`src/pmt_pkg.sv`:
```
// constants shared by the power monitor threshold block
package pmt_pkg;

    // register offsets on the internal register port
    localparam logic [7:0] ADDR_TEMP = 8'h51;
    localparam logic [7:0] ADDR_SUPPLY = 8'h52;
    localparam logic [7:0] ADDR_BATTERY = 8'h53;
    localparam logic [7:0] ADDR_REG0_CUR = 8'h54;
    localparam logic [7:0] ADDR_REG1_CUR = 8'h55;
    localparam logic [7:0] ADDR_REG2_CUR = 8'h56;
    localparam logic [7:0] ADDR_REG3_CUR = 8'h57;
    localparam logic [7:0] ADDR_REG0A_CUR = 8'h58;
    localparam logic [7:0] ADDR_BAT_LOW = 8'h59;
    localparam logic [7:0] ADDR_BAT_HIGH = 8'h5A;
    localparam logic [7:0] ADDR_HEAT_LIM = 8'h5B;
    localparam logic [7:0] ADDR_REG0_LIM = 8'h5C;
    localparam logic [7:0] ADDR_REG1_LIM = 8'h5D;

    // reading channels, in register order from the temperature reading
    localparam int NUM_READINGS = 8;
    localparam int CH_TEMP = 0;
    localparam int CH_SUPPLY = 1;
    localparam int CH_BATTERY = 2;
    localparam int CH_REG0 = 3;
    localparam int CH_REG1 = 4;
    localparam int CH_REG2 = 5;
    localparam int CH_REG3 = 6;
    localparam int CH_REG0A = 7;

    // reset values
    localparam logic [7:0] RST_READING = 8'h00;
    localparam logic [7:0] RST_BAT_LOW = 8'h00;
    localparam logic [7:0] RST_BAT_HIGH = 8'hFF;
    localparam logic [7:0] RST_HEAT_LIM = 8'hFF;
    localparam logic [7:0] RST_CUR_LIM = 8'hFF;
    localparam logic [7:0] RST_OTHER_LIM = 8'hFF;
    localparam logic [7:0] RDATA_NONE = 8'h00;

    // timing
    localparam int CLK_FREQ_HZ = 10_000_000;
    localparam int REFRESH_PERIOD_US = 1000;
    localparam int REFRESH_CYCLES = REFRESH_PERIOD_US
        * (CLK_FREQ_HZ / 1_000_000);

endpackage : pmt_pkg

```
`src/pmt_eval.sv`:
```
// threshold comparison and event pulses of the power monitor
module pmt_eval #(
    parameter logic [7:0] OTHER_LIMIT = pmt_pkg::RST_OTHER_LIM
) (
    // clock and reset
    input wire logic sys_clk,
    input wire logic resetn,
    // refreshed readings and limits
    input wire logic evaluate,
    input wire logic [pmt_pkg::NUM_READINGS-1:0][7:0] reading,
    input wire logic [7:0] bat_low,
    input wire logic [7:0] bat_high,
    input wire logic [7:0] heat_lim,
    input wire logic [7:0] reg0_lim,
    input wire logic [7:0] reg1_lim,
    // event pulses
    output logic battery_event,
    output logic over_heat_flag,
    output logic over_current_flag
);
    import pmt_pkg::*;

    typedef struct packed {
        logic battery;
        logic heat;
        logic current;
    } pmt_eval_t;

    pmt_eval_t s_q;
    pmt_eval_t s_d;
    logic bat_below;
    logic bat_above;
    logic cur_trip;

    // strict compare: a reading equal to its limit is not a violation
    function automatic logic pmt_over(input logic [7:0] val,
                                      input logic [7:0] lim);
        pmt_over = val > lim;
    endfunction : pmt_over

    always_comb begin
        // battery below low
        bat_below = reading[CH_BATTERY] < bat_low;
        // battery above high
        bat_above = pmt_over(reading[CH_BATTERY], bat_high);
        // any regulator over limit
        cur_trip = pmt_over(reading[CH_REG0], reg0_lim)
            | pmt_over(reading[CH_REG1], reg1_lim)
            | pmt_over(reading[CH_REG2], OTHER_LIMIT)
            | pmt_over(reading[CH_REG3], OTHER_LIMIT)
            | pmt_over(reading[CH_REG0A], OTHER_LIMIT);
        s_d = '0;
        // judged on every refresh
        if (evaluate) begin
            s_d.battery = bat_below | bat_above;
            // over-heat compare
            // over-heat event
            s_d.heat = pmt_over(reading[CH_TEMP], heat_lim);
            s_d.current = cur_trip;
        end
    end

    always_ff @(posedge sys_clk or negedge resetn) begin
        if (!resetn) begin
            s_q <= '0;
        end else begin
            s_q <= s_d;
        end
    end

    // events toward the interrupt controller
    assign battery_event = s_q.battery;
    assign over_heat_flag = s_q.heat;
    assign over_current_flag = s_q.current;

endmodule : pmt_eval

```
`src/pmt_monitor.sv`:
```
// power monitor: readings, limit registers and threshold events
// Overview of operation
// holds reading and limit registers, raises events when a limit is crossed.
// battery reading below low limit raises the battery event.
// battery reading above high limit raises the battery event.
// die temperature above over-heat limit raises the over-heat event.
// die temperature reading is a raw 8-bit converter code.
// system supply reading is a raw 8-bit converter code.
// battery reading is a raw 8-bit converter code.
// each regulator current reading is a raw 8-bit converter code.
// software scales battery limits with the battery reading scale.
// software leaves both regulator current limits at reset value.
// over-heat violation sets the over-heat flag toward interrupts.
// any regulator over its limit sets the over-current flag.
// readings refresh periodically; every refresh re-evaluates all limits.
module pmt_monitor #(
    parameter int REFRESH_CYCLES = pmt_pkg::REFRESH_CYCLES,
    parameter logic [7:0] OTHER_LIMIT = pmt_pkg::RST_OTHER_LIM
) (
    // clock and reset
    input wire logic sys_clk,
    input wire logic resetn,
    // converter results, same clock domain
    input wire logic [7:0] conv_temp,
    input wire logic [7:0] conv_supply,
    input wire logic [7:0] conv_battery,
    input wire logic [7:0] conv_reg0,
    input wire logic [7:0] conv_reg1,
    input wire logic [7:0] conv_reg2,
    input wire logic [7:0] conv_reg3,
    input wire logic [7:0] conv_reg0a,
    // register port from the serial host interface
    input wire logic [7:0] reg_addr,
    input wire logic reg_wr,
    input wire logic [7:0] reg_wdata,
    input wire logic reg_rd,
    output logic [7:0] reg_rdata,
    output logic reg_rvalid,
    // events toward the interrupt controller
    output logic battery_event,
    output logic over_heat_flag,
    output logic over_current_flag,
    output logic refresh_pulse
);
    import pmt_pkg::*;

    // the counter runs down to zero and reloads, independent of the host
    localparam int CNT_W = (REFRESH_CYCLES > 1) ? $clog2(REFRESH_CYCLES) : 1;
    localparam logic [CNT_W-1:0] CNT_LOAD = CNT_W'(REFRESH_CYCLES - 1);

    typedef struct packed {
        logic [NUM_READINGS-1:0][7:0] reading;
        logic [7:0] bat_low;
        logic [7:0] bat_high;
        logic [7:0] heat_lim;
        logic [7:0] reg0_lim;
        logic [7:0] reg1_lim;
        logic [CNT_W-1:0] tick_cnt;
        logic refresh;
        // rdata holds the last answer until the next read
        logic [7:0] rdata;
        logic rvalid;
    } pmt_state_t;

    // which writable limit an offset names; one bit at most is set
    typedef struct packed {
        logic bat_low;
        logic bat_high;
        logic heat_lim;
        logic reg0_lim;
        logic reg1_lim;
    } pmt_lim_sel_t;

    pmt_state_t s_q;
    pmt_state_t s_d;
    logic [NUM_READINGS-1:0][7:0] conv_all;
    pmt_lim_sel_t lim_sel;

    // reading registers occupy one contiguous run of offsets
    function automatic logic pmt_is_reading(input logic [7:0] addr);
        pmt_is_reading = (addr >= ADDR_TEMP) && (addr <= ADDR_REG0A_CUR);
    endfunction : pmt_is_reading

    function automatic logic [2:0] pmt_reading_idx(input logic [7:0] addr);
        logic [7:0] diff;
        diff = addr - ADDR_TEMP;
        pmt_reading_idx = diff[2:0];
    endfunction : pmt_reading_idx

    // shared by the write and the read path so the two maps cannot drift
    function automatic pmt_lim_sel_t pmt_limit_sel(input logic [7:0] addr);
        pmt_lim_sel_t sel;
        sel = '0;
        unique case (addr)
            ADDR_BAT_LOW: sel.bat_low = 1'b1;
            ADDR_BAT_HIGH: sel.bat_high = 1'b1;
            ADDR_HEAT_LIM: sel.heat_lim = 1'b1;
            ADDR_REG0_LIM: sel.reg0_lim = 1'b1;
            ADDR_REG1_LIM: sel.reg1_lim = 1'b1;
            default: begin
            end
        endcase
        pmt_limit_sel = sel;
    endfunction : pmt_limit_sel

    // gathered so that one assignment captures all channels together
    assign conv_all[CH_TEMP] = conv_temp;
    assign conv_all[CH_SUPPLY] = conv_supply;
    assign conv_all[CH_BATTERY] = conv_battery;
    assign conv_all[CH_REG0] = conv_reg0;
    assign conv_all[CH_REG1] = conv_reg1;
    assign conv_all[CH_REG2] = conv_reg2;
    assign conv_all[CH_REG3] = conv_reg3;
    assign conv_all[CH_REG0A] = conv_reg0a;

    assign lim_sel = pmt_limit_sel(reg_addr);

    always_comb begin
        s_d = s_q;
        s_d.refresh = 1'b0;
        s_d.rvalid = 1'b0;

        // periodic refresh timer
        if (s_q.tick_cnt == '0) begin
            s_d.tick_cnt = CNT_LOAD;
            s_d.refresh = 1'b1;
            // raw codes are stored, software applies the scale
            // supply code stored as is
            // battery code stored as is
            // current codes stored as is
            s_d.reading = conv_all;
        end else begin
            s_d.tick_cnt = s_q.tick_cnt - 1'b1;
        end

        // limit register writes; readings ignore writes
        if (reg_wr) begin
            // a reading offset matches none of these, so its write is dropped
            if (lim_sel.bat_low) begin
                s_d.bat_low = reg_wdata;
            end
            if (lim_sel.bat_high) begin
                s_d.bat_high = reg_wdata;
            end
            if (lim_sel.heat_lim) begin
                s_d.heat_lim = reg_wdata;
            end
            if (lim_sel.reg0_lim) begin
                s_d.reg0_lim = reg_wdata;
            end
            if (lim_sel.reg1_lim) begin
                s_d.reg1_lim = reg_wdata;
            end
        end

        // register read, unmapped offsets read zero
        if (reg_rd) begin
            s_d.rvalid = 1'b1;
            // the old value is read when a write meets it in one cycle
            s_d.rdata = RDATA_NONE;
            if (pmt_is_reading(reg_addr)) begin
                s_d.rdata = s_q.reading[pmt_reading_idx(reg_addr)];
            end
            if (lim_sel.bat_low) begin
                s_d.rdata = s_q.bat_low;
            end
            if (lim_sel.bat_high) begin
                s_d.rdata = s_q.bat_high;
            end
            if (lim_sel.heat_lim) begin
                s_d.rdata = s_q.heat_lim;
            end
            if (lim_sel.reg0_lim) begin
                s_d.rdata = s_q.reg0_lim;
            end
            if (lim_sel.reg1_lim) begin
                s_d.rdata = s_q.reg1_lim;
            end
        end
    end

    always_ff @(posedge sys_clk or negedge resetn) begin
        if (!resetn) begin
            // readings show zero until the first refresh captures them
            s_q.reading <= {NUM_READINGS{RST_READING}};
            s_q.bat_low <= RST_BAT_LOW;
            s_q.bat_high <= RST_BAT_HIGH;
            s_q.heat_lim <= RST_HEAT_LIM;
            // current limits come up at safe defaults
            s_q.reg0_lim <= RST_CUR_LIM;
            s_q.reg1_lim <= RST_CUR_LIM;
            s_q.tick_cnt <= CNT_LOAD;
            s_q.refresh <= 1'b0;
            s_q.rdata <= RDATA_NONE;
            s_q.rvalid <= 1'b0;
        end else begin
            s_q <= s_d;
        end
    end

    // comparisons see the readings one cycle after capture
    pmt_eval #(
        .OTHER_LIMIT(OTHER_LIMIT)
    ) u_eval (
        .sys_clk(sys_clk),
        .resetn(resetn),
        .evaluate(s_q.refresh),
        .reading(s_q.reading),
        .bat_low(s_q.bat_low),
        .bat_high(s_q.bat_high),
        .heat_lim(s_q.heat_lim),
        .reg0_lim(s_q.reg0_lim),
        .reg1_lim(s_q.reg1_lim),
        .battery_event(battery_event),
        .over_heat_flag(over_heat_flag),
        .over_current_flag(over_current_flag)
    );

    assign reg_rdata = s_q.rdata;
    assign reg_rvalid = s_q.rvalid;
    assign refresh_pulse = s_q.refresh;

endmodule : pmt_monitor

```
`config.mk`:
```
export PLATFORM = sky130hd
export DESIGN_NAME = pmt_monitor
export DESIGN_NICKNAME = d
export VERILOG_FILES = /design/src/pmt_pkg.sv /design/src/pmt_eval.sv /design/src/pmt_monitor.sv
export SDC_FILE = /design/constraint.sdc
export NUM_CORES = 1
export LEC_CHECK = 0
export BUFFER_PORTS_ARGS = -buffer_cell sky130_fd_sc_hd__buf_2
export CAP_MARGIN = 10
export CORE_MARGIN = 4
export CORE_UTILIZATION = 63
export DETAILED_ROUTE_END_ITERATION = 10
export GPL_TIMING_DRIVEN = 0
export PLACE_DENSITY = 0.9
export SETUP_SLACK_MARGIN = 0.15
export SKIP_LAST_GASP = 1
export SLEW_MARGIN = 20
export SYNTH_ARGS = -nofsm -noshare
export SYNTH_HDL_FRONTEND = slang
export SYNTH_SLANG_ARGS = --single-unit
```
`constraint.sdc`:
```
create_clock -name sys_clk -period 6.1 [get_ports sys_clk]
set_clock_uncertainty 0.2 [all_clocks]
set_input_delay 1.22 -clock sys_clk [delete_from_list [all_inputs] [get_ports sys_clk]]
set_output_delay 1.22 -clock sys_clk [all_outputs]
set_load 0.01 [all_outputs]
```
==> run metrics <==
status completed; Fmax 0.2194 GHz; GRT overflow 0; share of total power in combinational logic 0.114; unrepaired setup endpoints after global routing no; sequential share of power 0.411; asr flop ratio synth 1.000; Starting DRT DRC Count 568; clock latency at the later pin of the worst-skew pair 0.43 ns; DRC errors left 0; Slew headroom 0.4441; CTS resizes 0; most area-hungry cell type in the Yosys netlist dfrtp_1; Core ar. 10940 um2; Filler Cells Inserted 664; Max clock buf depth 2; largest net degree at the start of global routing 76; syn avg cell area 11.97 um2; CTS Root Cell clkbuf_16; Tightest Hold Check Type reg -> reg; antenna diode instance count 0; Clk pin slew, worst setup/hold paths 0.06 ns; dpl cells 829; Hold-fix buffers, CTS 0; DR vias/cell 6.509; crit path cell chain buf_2 -> clkbuf_1 -> inv_1 -> ha_1 -> clkbuf_1 -> clkbuf_1 -> mux4_2 -> mux2_2 -> o211ai_1 -> a31oi_1; Netlist cell types 53; final hold vios 0; Post-synth EDFFs 0; Die ar. 13070 um2; Slew Limit Fails 0; post-layout util 0.7709; area grow syn2layout 18.36%; top-count cell post-synth mux2_2; commonest register cell after synthesis dfrtp_1; switching share of total power 0.2467; Crit Path Category in -> reg; global-route wire length before repair 33020 um; Layout Nets 836; flip-flop and latch count after synthesis 131; final worst path period need 4.557 ns; leak pwr 0.003729 uW; hpwl dp 14550 um; antenna violations before repair 0; Critical Path Slowest Stage Cell clkbuf_1; fin cells 861; CP Launch Type input port; DIE WIDTH 114.3 um; Top cell by count, worst path clkbuf_1; crit path DAT 4.63 ns; CTS tree built; clock share of power 0.475; Mapped Cells 595; I/O Pins 97; WL/cell 24.34 um; clock sinks 131; PwrDens 275.9 nW/um2; CP max FO 10; commonest cells in the netlist mux2_2, dfrtp_1, inv_1, ha_1, dfstp_2; CTS buffer count 17; Antenna Nets Post-Route 0; max-cap viol count 0; number of global-route vias before repair 6011; Seq/Total Area, Yosys 0.4672; Net Sw Power 573.8 uW; IO Port Bufs 93; Initial DRT Pass Iterations 5; Final setup violation count 0; Yosys top cell area share 0.3197; Worst path max stage delay 0.64 ns; Via Count 5604; WP data required 6.18 ns; Worst Max-Slew Pin Slew 0.8339 ns; Power Internal 1752 uW; final non-filler cell area 8431 um2; number of synthesis warnings 0; syn_nets 723; fin crit share 0.7470; GRT Overall Usage 0.3386; top post-synthesis cells by area dfrtp_1, mux2_2, dfstp_2; Placed Instance Area 7797 um2; htree depth 4; hold slack 0.2928 ns; cell row count 38; Post-Route WL 20960 um; number of post-CTS setup repair buffers 0; DIE HEIGHT 114.3 um; maximum VDD drop 0.3419 mV; fraction of final layout cells sized beyond drive strength 1 0.4133; starting density of the core 0.6514; global placement routability congestion 0.9552; sum of negative setup slack 0 ns; post-synthesis cell area 7123 um2; CP endpoint kind flip-flop
[cell families (layout without fill, tap and decap cells)]
kind of cell | after synthesis | after routing | synth area share
AOI/OAI and AO/OA | 110 | 110 | 0.09942
xor gates and xnor gates | 9 | 9 | 0.01107
adders and majority gates | 44 | 44 | 0.07729
buffers and inverters | 85 | 211 | 0.05270
DFF | 131 | 131 | 0.4672
muxes | 124 | 124 | 0.2213
and+or+nand+nor | 92 | 92 | 0.07097
[registers in the layout, indices dropped and copies added, names as in the netlist]
register and count:
refresh_pulse 1, reg_rdata 8, reg_rvalid 1, s_q 118
u_eval.battery_event 1, u_eval.over_current_flag 1, u_eval.over_heat_flag 1
[through the flow]
step	power (uW)	setup slack [ns]
global route	2395	1.400
global placement	1200	1.300
detailed placement	1219	1.197
CTS	2324	1.602
floorplan	1102	2.072
finish	2326	1.543
[power groups by stage]
stage                     registers [uW]  logic [uW]  clock network (uW)
after floorplan                      949         154                   0
after global placement               962         238                   0
after detailed placement             965         255                   0
after CTS                            953         263                1110
after global routing                 957         289                1150
final                                955         265                1110
[area by class of cell]
class / count / area (um2) / share of cell area
Sequential cell: 131 / 3328 / 0.3948
Inverter: 53 / 198.9 / 0.02360
Timing Repair Buffer: 94 / 499.2 / 0.05922
Clock inverter: 11 / 172.7 / 0.02048
Buffer: 32 / 176.4 / 0.02093
Multi-Input combinational cell: 379 / 3420 / 0.4056
Tap cell: 140 / 175.2 / 0.02078
Clock buffer: 21 / 460.4 / 0.05462
[cell usage in the layout (no fill, tap or decap), types with 5 or more instances in the layout]
| master | count |
|---|---|
| a21o_1 | 6 |
| a21oi_1 | 28 |
| a221oi_1 | 7 |
| buf_2 | 98 |
| buf_4 | 11 |
| clkbuf_1 | 16 |
| clkbuf_16 | 17 |
| dfrtp_1 | 91 |
| dfstp_2 | 40 |
| ha_1 | 44 |
| inv_1 | 53 |
| mux2_1 | 13 |
| mux2_2 | 95 |
| mux4_2 | 16 |
| nand2_1 | 16 |
| nand2b_1 | 5 |
| nand3_1 | 15 |
| nor2_1 | 23 |
| nor2b_1 | 6 |
| nor3_1 | 6 |
| o21a_1 | 5 |
| o21ai_0 | 30 |
| xor2_1 | 5 |
[worst paths after layout]
check	startpoint	to	slack, ns	cells past startpoint
max reg2reg	s_q[10]$_DFF_PN1_	s_q[70]$_DFFE_PN0P_	3.28	8
min	s_q[76]$_DFFE_PN0P_	s_q[76]$_DFFE_PN0P_	0.29	1
max	reg_addr[0]	reg_rdata[4]$_DFFE_PN0P_	1.54	10
max in group asynchronous	resetn	s_q[13]$_DFF_PN1_	4.34	2
min in group asynchronous	resetn	reg_rvalid$_DFF_PN0_	0.56	1
min reg2reg	s_q[76]$_DFFE_PN0P_	s_q[76]$_DFFE_PN0P_	0.29	1
[worst max-delay path: cells and delay by family]
family / cells / cell delay [ns]
buffers and inverters: 5 / 1.99
adders and majority gates: 1 / 0.37
muxes: 2 / 0.78
AOI/OAI and AO/OA: 2 / 0.26
[routing by layer]
metal / global-route usage / routed length (um)
met1: 0.4120 / 7766
met2: 0.5511 / 10100
met3: 0.08351 / 1871
met4: 0.1940 / 1220
met5: 0 / 0
(Power assumes the default switching activity.)
